### src/logic/tsfd_pkg.sv
// Shared constants and types for the touch sensor filter and decoder.
package tsfd_pkg;
  localparam int unsigned CLK_PERIOD_NS = 25;
  localparam int unsigned SLOT_PERIOD_NS = 1_000_000;
  localparam int unsigned SLOT_CYCLES = SLOT_PERIOD_NS / CLK_PERIOD_NS;
  localparam int unsigned CONV_TIME_NS = 12_000;
  localparam int unsigned NUM_CH = 16;
  localparam int unsigned CH_W = 4;
  localparam int unsigned RAW_W = 10;
  localparam int unsigned TRIM_W = 8;
  localparam int unsigned OVS_READS = 64;
  localparam int unsigned OVS_SHIFT = 6;
  localparam int unsigned OVS_CNT_W = 6;
  localparam int unsigned ACC_W = RAW_W + OVS_SHIFT;
  localparam int unsigned HIST_DEPTH = 4;
  localparam int unsigned HIST_SHIFT = 2;
  localparam int unsigned HIST_IDX_W = 2;
  localparam int unsigned HSUM_W = RAW_W + HIST_SHIFT;
  localparam int unsigned BASE_SHIFT = 2;
  localparam int unsigned BASE_EVERY_W = 4;
  localparam int unsigned DBNC_W = 3;
  localparam logic [DBNC_W-1:0] DBNC_DEFAULT = 3'h3;
  localparam int unsigned DEC_CH = 9;
  localparam int unsigned MTX_ROWS = 4;
  localparam int unsigned MTX_COLS = 5;
  localparam int unsigned WHEEL_CH = 4;
  localparam int unsigned KEY_W = 5;
  localparam logic [KEY_W-1:0] KEY_NONE = 5'h00;
  localparam logic [KEY_W-1:0] KEY_SINGLE_BASE = 5'h01;
  localparam logic [KEY_W-1:0] KEY_DIAG_BASE = 5'h05;
  localparam logic [KEY_W-1:0] KEY_PAIR_BASE = 5'h05;
  localparam logic [KEY_W-1:0] KEY_CENTRE = 5'h09;

  typedef enum logic [1:0] {
    TSFD_MODE_WHEEL = 2'h0,
    TSFD_MODE_PAIRED = 2'h1,
    TSFD_MODE_MATRIX = 2'h2
  } tsfd_mode_t;

  typedef enum logic [5:0] {
    S_IDLE = 6'h01,
    S_TRIM = 6'h02,
    S_CONV = 6'h04,
    S_WAIT = 6'h08,
    S_AVG = 6'h10,
    S_EVAL = 6'h20
  } tsfd_state_t;
endpackage

### src/logic/tsfd_key_decode.sv
// Key decoder for the wheel, paired-press and row/column matrix layouts.
`timescale 1ns/1ps
module tsfd_key_decode
  import tsfd_pkg::*;
(
  // Layout selection
  input wire tsfd_mode_t mode,
  // Per-channel shift, trip level and debounced press state
  input wire logic [DEC_CH-1:0][RAW_W-1:0] shift,
  input wire logic [DEC_CH-1:0][RAW_W-1:0] trip,
  input wire logic [DEC_CH-1:0] pressed,
  // Decoded key, zero when none
  output logic [KEY_W-1:0] key
);
  logic [DEC_CH-1:0] quarter;
  logic [DEC_CH-1:0] half;

  // Quarter band is trip/8 either side of trip/4; half band runs from 3/8 to 3/4 of trip.
  genvar g;
  generate
    for (g = 0; g < DEC_CH; g++) begin : g_band
      logic [RAW_W-1:0] t8;
      assign t8 = trip[g] >> 3;
      assign quarter[g] = (shift[g] >= t8) &&
                          (shift[g] < (trip[g] >> 2) + t8);
      assign half[g] = (shift[g] >= (trip[g] >> 2) + t8) &&
                       (shift[g] < (trip[g] >> 1) + (trip[g] >> 2));
    end
  endgenerate

  always_comb begin
    logic found;
    logic [KEY_W-1:0] code;
    logic [RAW_W-1:0] best_r;
    logic [RAW_W-1:0] best_c;
    int unsigned row;
    int unsigned col;
    logic row_ok;
    logic col_ok;
    found = 1'b0;
    code = KEY_PAIR_BASE;
    best_r = '0;
    best_c = '0;
    row = 0;
    col = 0;
    row_ok = 1'b0;
    col_ok = 1'b0;
    key = KEY_NONE;
    unique case (mode)
      TSFD_MODE_WHEEL: begin
        if (&quarter[WHEEL_CH-1:0]) begin
          key = KEY_CENTRE;
          found = 1'b1;
        end
        for (int i = 0; i < WHEEL_CH; i++) begin
          if (!found && half[i] && half[(i + 1) % WHEEL_CH]) begin
            key = KEY_DIAG_BASE + KEY_W'(i);
            found = 1'b1;
          end
        end
        for (int i = 0; i < WHEEL_CH; i++) begin
          if (!found && pressed[i]) begin
            key = KEY_SINGLE_BASE + KEY_W'(i);
            found = 1'b1;
          end
        end
      end
      TSFD_MODE_PAIRED: begin
        for (int i = 0; i < WHEEL_CH; i++) begin
          for (int j = i + 1; j < WHEEL_CH; j++) begin
            if (!found && half[i] && half[j]) begin
              key = code;
              found = 1'b1;
            end
            code = code + KEY_W'(1);
          end
        end
        for (int i = 0; i < WHEEL_CH; i++) begin
          if (!found && pressed[i]) begin
            key = KEY_SINGLE_BASE + KEY_W'(i);
            found = 1'b1;
          end
        end
      end
      TSFD_MODE_MATRIX: begin
        // Coupling can trip neighbours, so only the deepest line counts.
        for (int i = 0; i < MTX_ROWS; i++) begin
          if (pressed[i] && (!row_ok || shift[i] > best_r)) begin
            best_r = shift[i];
            row = i;
            row_ok = 1'b1;
          end
        end
        for (int i = 0; i < MTX_COLS; i++) begin
          if (pressed[MTX_ROWS+i] &&
              (!col_ok || shift[MTX_ROWS+i] > best_c)) begin
            best_c = shift[MTX_ROWS+i];
            col = i;
            col_ok = 1'b1;
          end
        end
        if (row_ok && col_ok) begin
          key = KEY_W'(row * MTX_COLS + col + 1);
        end
      end
      default: key = KEY_NONE;
    endcase
  end
endmodule // tsfd_key_decode

### src/logic/tsfd_top.sv
// Oversampling, filtering, debouncing and key decoding of touch readings.
`timescale 1ns/1ps
module tsfd_top
  import tsfd_pkg::*;
#(
  parameter int unsigned SLOT_CNT = SLOT_CYCLES
)(
  // Clock and reset
  input wire logic clk,
  input wire logic arst_n,
  // Configuration
  input wire tsfd_mode_t mode,
  input wire logic [DBNC_W-1:0] dbnc_count,
  input wire logic cfg_wr,
  input wire logic [CH_W-1:0] cfg_chan,
  input wire logic [TRIM_W-1:0] cfg_trim,
  input wire logic [RAW_W-1:0] cfg_trip,
  // Charge measurement front end
  output logic [CH_W-1:0] chan_sel,
  output logic [TRIM_W-1:0] current_trim_control,
  output logic conv_start,
  input wire logic conv_valid,
  input wire logic [RAW_W-1:0] conv_data,
  // Results
  output logic [NUM_CH-1:0] sensor_pressed,
  output logic [KEY_W-1:0] key_code,
  output logic key_event
);
  tsfd_state_t state_q;
  logic [$clog2(SLOT_CNT)-1:0] slot_cnt_q;
  logic slot_tick;
  logic [CH_W-1:0] chan_q;
  logic [OVS_CNT_W-1:0] rd_cnt_q;
  logic [ACC_W-1:0] acc_q;
  logic [RAW_W-1:0] ovs_q;
  logic [TRIM_W-1:0] trim_q;
  logic [TRIM_W-1:0] trim_tab [NUM_CH];
  logic [RAW_W-1:0] trip_tab [NUM_CH];
  logic [RAW_W-1:0] hist [NUM_CH][HIST_DEPTH];
  logic [HIST_IDX_W-1:0] hidx [NUM_CH];
  logic [HSUM_W-1:0] hsum [NUM_CH];
  logic [RAW_W-1:0] base [NUM_CH];
  logic [NUM_CH-1:0] seeded_q;
  logic [RAW_W-1:0] shift_q [NUM_CH];
  logic [DBNC_W-1:0] dcnt [NUM_CH];
  logic [BASE_EVERY_W-1:0] scan_q;
  logic [RAW_W-1:0] filt;
  logic [RAW_W-1:0] cur_base;
  logic [RAW_W-1:0] shift_now;
  logic raw_press;
  logic [DEC_CH-1:0][RAW_W-1:0] dec_shift;
  logic [DEC_CH-1:0][RAW_W-1:0] dec_trip;
  logic [KEY_W-1:0] dec_key;
  logic [KEY_W-1:0] key_q;
  logic key_ev_q;

  // Slot timer; the slot must cover all reads of roughly 12 us each.
  assign slot_tick = (slot_cnt_q == $bits(slot_cnt_q)'(SLOT_CNT - 1));
  always_ff @(posedge clk or negedge arst_n) begin
    if (!arst_n) begin
      slot_cnt_q <= '0;
    end else if (slot_tick) begin
      slot_cnt_q <= '0;
    end else begin
      slot_cnt_q <= slot_cnt_q + 1'b1;
    end
  end

  always_ff @(posedge clk or negedge arst_n) begin
    if (!arst_n) begin
      state_q <= S_IDLE;
    end else begin
      unique case (state_q)
        S_IDLE: if (slot_tick) state_q <= S_TRIM;
        S_TRIM: state_q <= S_CONV;
        S_CONV: state_q <= S_WAIT;
        S_WAIT: begin
          if (conv_valid) begin
            state_q <= (rd_cnt_q == OVS_CNT_W'(OVS_READS - 1)) ?
                       S_AVG : S_CONV;
          end
        end
        S_AVG: state_q <= S_EVAL;
        S_EVAL: state_q <= S_IDLE;
        default: state_q <= S_IDLE;
      endcase
    end
  end

  always_ff @(posedge clk or negedge arst_n) begin
    if (!arst_n) begin
      trim_q <= '0;
    end else if (state_q == S_TRIM) begin
      trim_q <= trim_tab[chan_q];
    end
  end

  // Tables clear on reset, so the decoder never meets unknown trip levels.
  always_ff @(posedge clk or negedge arst_n) begin
    if (!arst_n) begin
      for (int c = 0; c < NUM_CH; c++) begin
        trim_tab[c] <= '0;
        trip_tab[c] <= '0;
      end
    end else if (cfg_wr) begin
      trim_tab[cfg_chan] <= cfg_trim;
      trip_tab[cfg_chan] <= cfg_trip;
    end
  end

  // Sum of 64 ten-bit reads fits in sixteen bits, so no clamp is needed.
  always_ff @(posedge clk or negedge arst_n) begin
    if (!arst_n) begin
      acc_q <= '0;
      rd_cnt_q <= '0;
      ovs_q <= '0;
    end else if (state_q == S_TRIM) begin
      acc_q <= '0;
      rd_cnt_q <= '0;
    end else if (state_q == S_WAIT && conv_valid) begin
      acc_q <= acc_q + ACC_W'(conv_data);
      rd_cnt_q <= rd_cnt_q + 1'b1;
      if (rd_cnt_q == OVS_CNT_W'(OVS_READS - 1)) begin
        ovs_q <= RAW_W'((acc_q + ACC_W'(conv_data)) >> OVS_SHIFT);
      end
    end
  end

  always_ff @(posedge clk or negedge arst_n) begin
    if (!arst_n) begin
      for (int c = 0; c < NUM_CH; c++) begin
        hidx[c] <= '0;
        hsum[c] <= '0;
        for (int k = 0; k < HIST_DEPTH; k++) hist[c][k] <= '0;
      end
    end else if (state_q == S_AVG) begin
      hist[chan_q][hidx[chan_q]] <= ovs_q;
      hsum[chan_q] <= hsum[chan_q] - HSUM_W'(hist[chan_q][hidx[chan_q]])
                      + HSUM_W'(ovs_q);
      hidx[chan_q] <= hidx[chan_q] + 1'b1;
    end
  end

  // Touch raises capacitance, which lowers the reading below baseline.
  assign filt = RAW_W'(hsum[chan_q] >> HIST_SHIFT);
  assign cur_base = base[chan_q];
  assign shift_now = (cur_base > filt) ? cur_base - filt : '0;
  assign raw_press = shift_now > trip_tab[chan_q];

  always_ff @(posedge clk or negedge arst_n) begin
    if (!arst_n) begin
      seeded_q <= '0;
      for (int c = 0; c < NUM_CH; c++) begin
        base[c] <= '0;
        shift_q[c] <= '0;
      end
    end else if (state_q == S_EVAL) begin
      shift_q[chan_q] <= shift_now;
      if (!seeded_q[chan_q]) begin
        // Seed only once the history holds real reads, not reset zeros.
        if (hidx[chan_q] == '0) begin
          base[chan_q] <= filt;
          seeded_q[chan_q] <= 1'b1;
        end
      end else if (scan_q == '0 && !raw_press) begin
        // Slow tracking, only while untouched, so a press is not absorbed.
        if (filt > cur_base) begin
          base[chan_q] <= RAW_W'(cur_base +
                                 ((filt - cur_base) >> BASE_SHIFT));
        end else begin
          base[chan_q] <= RAW_W'(cur_base - (shift_now >> BASE_SHIFT));
        end
      end
    end
  end

  always_ff @(posedge clk or negedge arst_n) begin
    if (!arst_n) begin
      sensor_pressed <= '0;
      for (int c = 0; c < NUM_CH; c++) dcnt[c] <= '0;
    end else if (state_q == S_EVAL) begin
      if (raw_press == sensor_pressed[chan_q]) begin
        dcnt[chan_q] <= '0;
      end else if (dcnt[chan_q] + 1'b1 >= dbnc_count) begin
        sensor_pressed[chan_q] <= raw_press;
        dcnt[chan_q] <= '0;
      end else begin
        dcnt[chan_q] <= dcnt[chan_q] + 1'b1;
      end
    end
  end

  always_ff @(posedge clk or negedge arst_n) begin
    if (!arst_n) begin
      chan_q <= '0;
      scan_q <= '0;
    end else if (state_q == S_EVAL) begin
      chan_q <= chan_q + 1'b1;
      if (chan_q == CH_W'(NUM_CH - 1)) scan_q <= scan_q + 1'b1;
    end
  end

  generate
    for (genvar i = 0; i < DEC_CH; i++) begin : g_dec
      assign dec_shift[i] = shift_q[i];
      assign dec_trip[i] = trip_tab[i];
    end
  endgenerate

  tsfd_key_decode u_dec (
    .mode(mode),
    .shift(dec_shift),
    .trip(dec_trip),
    .pressed(sensor_pressed[DEC_CH-1:0]),
    .key(dec_key)
  );

  always_ff @(posedge clk or negedge arst_n) begin
    if (!arst_n) begin
      key_q <= KEY_NONE;
      key_ev_q <= 1'b0;
    end else begin
      key_q <= dec_key;
      key_ev_q <= (dec_key != key_q);
    end
  end

  assign chan_sel = chan_q;
  assign current_trim_control = trim_q;
  assign conv_start = (state_q == S_CONV);
  assign key_code = key_q;
  assign key_event = key_ev_q;
endmodule // tsfd_top

### config.mk
export PLATFORM = sky130hd
export DESIGN_NAME = tsfd_top
export DESIGN_NICKNAME = d
export VERILOG_FILES = /design/src/logic/tsfd_pkg.sv /design/src/logic/tsfd_key_decode.sv /design/src/logic/tsfd_top.sv
export SDC_FILE = /design/constraint.sdc
export NUM_CORES = 2
export LEC_CHECK = 0
export BUFFER_PORTS_ARGS = -buffer_cell sky130_fd_sc_hd__buf_4
export CAP_MARGIN = 0
export CORE_MARGIN = 3
export CORE_UTILIZATION = 25
export DETAILED_ROUTE_END_ITERATION = 10
export PLACE_DENSITY_LB_ADDON = 0.05
export SLEW_MARGIN = 20
export SYNTH_ARGS = -nofsm -noshare
export SYNTH_HDL_FRONTEND = slang
export SYNTH_HIERARCHICAL = 1
export SYNTH_SLANG_ARGS = --single-unit
### constraint.sdc
create_clock -name clk -period 9.3 [get_ports clk]
set_clock_uncertainty 0.2 [all_clocks]
set_input_delay 0.465 -clock clk [delete_from_list [all_inputs] [get_ports clk]]
set_output_delay 0.465 -clock clk [all_outputs]
set_load 0.1 [all_outputs]
* Word level (Yosys, flattened, before mapping) *
Index checks and enable logic that the tools add are counted.

cells by class
  $add $sub $neg = 23
  reductions and logical operators = 93
  multipliers = 1
  eq/ne operators = 16
  $lt $le $gt $ge = 35
  muxes and demuxes = 169
  bitwise gates (word level) = 9

operator list
  cell                                        number
  160-bit bitwise mux                         5
  640-bit bitwise mux                         1
  160-bit two-way mux                         4
  10-bit two-way mux                          24
  192-bit bitwise mux                         1
  40-bit binary-select mux with 4-bit select  1
  40-bit demux with 4-bit select              1
  128-bit bitwise mux                         1
  40-bit two-way mux                          3
  10-bit greater-than comparator              10
  48-bit two-way mux                          2
  10-bit binary-select mux with 4-bit select  2
  10-bit demux with 4-bit select              2
  10-bit less-than comparator                 8
  1-bit two-way mux                           57
  5-bit two-way mux                           11
  1-bit logical AND                           49
  48-bit AND                                  1
  12-bit binary-select mux with 4-bit select  1
  48-bit bitwise mux                          1
  12-bit demux with 4-bit select              1
  16-bit two-way mux                          3
  48-bit inverter                             1
  9-bit by 8-bit adder with 10-bit output     4
  other kinds (71)                            152

storage, ports and cells
  bits in registers = 1628
  output and inout port bits = 35
  word-level logic and storage cells = 534
  bits of input ports = 41

* Logic depth before layout (Yosys ltp) *
  depth after elaboration = 48
  mapped depth = 51

* Modules after synthesis *
The synthesis kept the hierarchy.

by module, submodules not included
  module           cells each  times used  area an instance (um2)  sequential area each (um2)
  tsfd_top         5756        1           71662.5                 38988.6
  tsfd_key_decode  939         1           7116.8                  0.0

* Worst setup path after synthesis *
OpenSTA, ideal clock, no wires.

  kind = flip-flop to flip-flop
  start point = register sensor_pressed[4]
  end point = register key_ev_q (netlist: key_event)
  data arrival time = 9.379 ns
  path slack = -0.409 ns
  required time = 8.970 ns
  cell stages (with the launch flop) = 52
  period minus slack after synthesis = 9.709 ns
  buffers on the path = 4
  library setup time = 0.130 ns
  path through = dfrtp_1 -> clkbuf_1 -> nand2_1 -> ha_1 -> nor2b_1 -> o21a_1 -> o21a_1 -> o21a_1 -> o21ai_1 -> a21oi_1 -> or2_0 -> clkbuf_1 -> clkbuf_1 -> a21oi_1 -> ha_1 -> nor2b_1 -> o21a_1 -> o21a_1 -> (+16 left out) -> a2bb2oi_1 -> ha_1 -> a21o_1 -> a21o_1 -> a21oi_1 -> o211ai_1 -> nand2_1 -> a21boi_0 -> a21oi_1 -> fa_1 -> ha_1 -> fa_1 -> xor2_1 -> nand2_1 -> nand3_1 -> xor2_1 -> nor3_1 -> nand3_1

between the ends
  word-level cells in the longest chain between the ends = 27

RTL lines
  item                                                                      line                    text
  start: declaration                                                        tsfd_top.sv:25          output logic [NUM_CH-1:0] sensor_pressed,
  start signal: indexed assignment                                          tsfd_top.sv:185         sensor_pressed[chan_q] <= raw_press;
  10-bit two-way mux / 1-bit two-way mux (equally long branches)            tsfd_key_decode.sv:95   if (pressed[MTX_ROWS+i] &&
  10-bit two-way mux / 1-bit two-way mux (equally long branches)            tsfd_key_decode.sv:49   unique case (mode)
  10-bit greater-than comparator / 1-bit zero test (equally long branches)  tsfd_key_decode.sv:96   (!col_ok || shift[MTX_ROWS+i] > best_c)) begin
  1-bit logical OR                                                          tsfd_key_decode.sv:96
  1-bit logical AND                                                         tsfd_key_decode.sv:95
  10-bit two-way mux / 1-bit two-way mux (equally long branches)            tsfd_key_decode.sv:95
  10-bit two-way mux / 1-bit two-way mux (equally long branches)            tsfd_key_decode.sv:49
  10-bit greater-than comparator / 1-bit zero test (equally long branches)  tsfd_key_decode.sv:96
  (+12 left out)                                                            n/a
  3-bit two-way mux                                                         tsfd_key_decode.sv:95
  5-bit two-way mux                                                         tsfd_key_decode.sv:49
  5-bit adder                                                               tsfd_key_decode.sv:103  key = KEY_W'(row * MTX_COLS + col + 1);
  5-bit by 1-bit adder with 5-bit output                                    tsfd_key_decode.sv:103
  5-bit two-way mux *                                                       tsfd_key_decode.sv:102  if (row_ok && col_ok) begin
  5-bit case mux with 3 select lines *                                      tsfd_key_decode.sv:49
  named net dec_key[3]                                                      tsfd_top.sv:53          logic [KEY_W-1:0] dec_key;
  5-bit != test *                                                           tsfd_top.sv:224         key_ev_q <= (dec_key != key_q);
  end signal: assignment                                                    tsfd_top.sv:224
  end: declaration                                                          tsfd_top.sv:55          logic key_ev_q;

Mark *: on every way through the listed nets, which the timed path passes. The rest lies on a longest branch. The select of a mux whose other input is x is not followed.
A chain may end at the register's enable or synchronous reset.

* Worst setup path in the final report *
Ends and elaborated chain as after synthesis.

==> flow_summary.ini <==
[grt]
grt.overflow.total = 0
grt_max_degree = 146
grt_pass1_vias = 54204
grt_usage_pct = 16.6
grt_pass1_wl_um = 398000
antenna_found_initial = 12

[cts]
numClockSinks = 1558
cts_tree = built
cts_inserted_buffers = 199
cts_root_buffer = clkbuf_16
clock_latency_ns = 0.90
cts.htree.levels = 4
clock_path_buffers = 4
clk_pin_slew_worst_paths_ns = 0.06

[drt]
vias = 52227
drt_first_pass_iters = 5
antenna_left = 0
vias_per_cell = 4.73
routed_wl_um = 268000
drcViolationCount = 0
first_iter_violations = 3038
post_drt_wl_per_cell_um = 24.3

[setup_path]
cp.required_ns = 9.82
cp-end-kind = register
critPathMaxFanout = 10
critical-path-max-stage-delay_ns = 0.51
crit_arrival_ns = 9.27
critical_path_class = reg -> reg
startpoint_type = register
crit_top_cell = o21a_1
slowest_stage = dfrtp_4

[timing]
setup_violations = 0
period_minus_slack_ns = 8.75
relSlewSlack_pct = 25.0
hold_viol_final = 0
fmax_mhz = 114
tightest_slew_ns = 1.12
fin_ws_ns = 0.551
drv_slew = 0
period_share_pct = 94.1

[synthesis]
synth.net_count = 7059
syn_area_per_cell_um2 = 11.8
ys_seq_area_share_pct = 49.5
synth-edff-count = 0
ys_ff_latch = 1558
netlist_area_um2 = 78800
yosysWarnings = 6
yosysUniqueCellTypes = 95
async_flop_share_pct = 100
ys.flop_type = dfrtp_1
syn_inst = 6695

[power]
pwr_density_cell_nw_per_um2 = 185
power_leakage_nw = 39.8
peakVddDrop_uv = 148
power_mw = 16.9

[placement]
dp_slack_ns = -0.0694
gp_congestion = 0.765
portBuffers = 75
dp_hpwl_um = 173000

[floorplan]
die-area_um2 = 322000
fp-row-count = 205
initial_utilization_pct = 25.2
ios = 76
core_area_um2 = 313000
die_height_um = 567
die_w_um = 567

[final_layout]
n_fill_cell = 32015
drive_above_1_share_pct = 24.3
area_growth_pct = 16.1
final_nets = 7098

[worst_hold_path]
min_path_type = in -> async

[flow_run]
drv_cap = 0

[status]
outcome = completed
## cells by family after synthesis
family | Yosys count | share of synthesized area, %
AOI/OAI and AO/OA | 1351 | 9.94
xor gates and xnor gates | 124 | 1.39
adders and majority gates | 324 | 5.37
buffers and inverters | 613 | 3.22
DFF | 1558 | 49.5
muxes | 1077 | 21.7
and+or+nand+nor | 1648 | 8.92
## sequential cells by signal, indices dropped and copies added, names as in the netlist, 10 cells and up
register,flops
hsum,192
ovs_q,10
dec_shift,90
acc_q,16
hidx,32
dcnt,48
hist,640
seeded_q,16
trim_tab,128
dec_trip,90
sensor_pressed,16
slot_cnt_q,16
base,160
trip_tab,70
## cell usage after synthesis (13+ instances only)
library cell / instances / area share (%)
nand2b_1: 25 / 0.20
mux2_2: 507 / 7.2
buf_2: 42 / 0.27
buf_4: 17 / 0.16
nand4_1: 56 / 0.44
o21ai_0: 526 / 3.3
a21o_1: 55 / 0.52
nand2_1: 1144 / 5.5
o21ai_1: 387 / 2.5
buf_1: 28 / 0.13
and2_1: 14 / 0.11
or2_2: 19 / 0.15
a31oi_1: 16 / 0.13
xor2_1: 50 / 0.56
mux2_1: 107 / 1.5
mux4_2: 442 / 13
clkbuf_1: 351 / 1.7
ha_1: 299 / 4.7
a211oi_1: 29 / 0.28
o21a_1: 26 / 0.25
a41oi_2: 14 / 0.29
dfrtp_1: 1557 / 49
mux2i_1: 21 / 0.27
inv_1: 144 / 0.69
o31ai_1: 38 / 0.36
nor2b_1: 36 / 0.29
nor2_2: 13 / 0.10
o21bai_1: 25 / 0.24
buf_6: 14 / 0.20
fa_1: 24 / 0.61
xnor2_1: 73 / 0.81
a21oi_1: 135 / 0.86
inv_2: 15 / 0.071
nand3_1: 60 / 0.38
nor3_1: 22 / 0.14
nor2_1: 168 / 0.80
## worst paths after layout
check | start | endpoint | slack (ns) | cells past startpoint
hold reg to reg | seeded_q[8] | seeded_q[8] | 0.27 | 1
max in group asynchronous | arst_n | trim_tab[112] | 6.57 | 4
hold / removal | arst_n | base[83] | 0.06 | 2
setup / recovery | sensor_pressed[4] | key_event | 0.55 | 49
setup reg to reg | sensor_pressed[4] | key_event | 0.55 | 49
min in group clk | conv_data[5] | acc_q[6] | 0.09 | 5
## power by group
part	total [mW]	switching (mW)	leakage (nW)	internal (mW)
Clock	7.91	3.22	3.28	4.69
Combinational	1.70	0.906	15.5	0.793
Sequential	7.30	0.217	21.0	7.08
## stage by stage
step           area [um^2]  setup TNS, ns  std cells  util (%)  hold WS (ns)
6_report             91400              0      11039      29.2        0.0564
5_1_grt              91400        -0.0343      11036      29.2         0.102
4_1_cts              91300              0      11030      29.2        0.0156
3_5_place_dp         84300        -0.0694      10633      27.0         0.256
3_3_place_gp         84300        -0.0444      10633      26.9         0.249
2_1_floorplan        78800              0       6695         -       -0.0306
## cell usage in the layout (no fill, tap or decap), drive strengths merged, types with 26 or more instances in the layout
master,count
clkbuf,303
a21oi,138
clkinv,40
o21a,26
xnor2,74
nand2,1144
dfrtp,1557
mux2,614
nor2,183
mux4,442
xor2,50
o21ai,913
inv,165
dlygate4sd3,35
a21o,55
o31ai,39
or2,26
ha,299
buf,256
nand4,56
nand3,60
a211oi,30
nor2b,36
## worst max-delay path: cells and delay by family, from the launching register on
family	cells	cell delay (ns)
XOR/XNOR	2	0.33
adder cells (fa/ha/maj)	7	2.15
AO/OA/AOI/OAI	26	3.63
flip-flops	1	0.51
buffers and inverters	3	0.51
AND/OR/NAND/NOR	11	1.26
## cell type report
| type | instances | area [um^2] | share of cell area (%) |
|---|---|---|---|
| repair buffers | 291 | 2510 | 2.75 |
| flip-flops and latches | 1558 | 39000 | 42.7 |
| inverters | 160 | 601 | 0.657 |
| clock buffers | 303 | 6000 | 6.56 |
| well taps | 4140 | 5180 | 5.66 |
| multi-input cells | 4524 | 37500 | 41.0 |
| clock inverters | 59 | 643 | 0.703 |
| diodes | 4 | 10.0 | 0.0109 |
## per-layer routing
metal / GRT usage (%) / part of all wire, % / routed length, um
met1: 23.1 / 47 / 127000
met2: 27.7 / 48 / 129000
met3: 1.86 / 2.8 / 7540
met4: 3.38 / 1.9 / 5060
met5: 0 / 0 / 0
## what timing repair did
item                                    4_1_cts  5_1_grt
hold buffers                                 35        0
setup buffers                                 0        5
hold endpoints to repair                    419        0
pin swaps                                     0        6
gates resized for setup                       1       32
endpoints found under the setup margin        1        3
No activity file was read; power rests on OpenSTA's default activity.
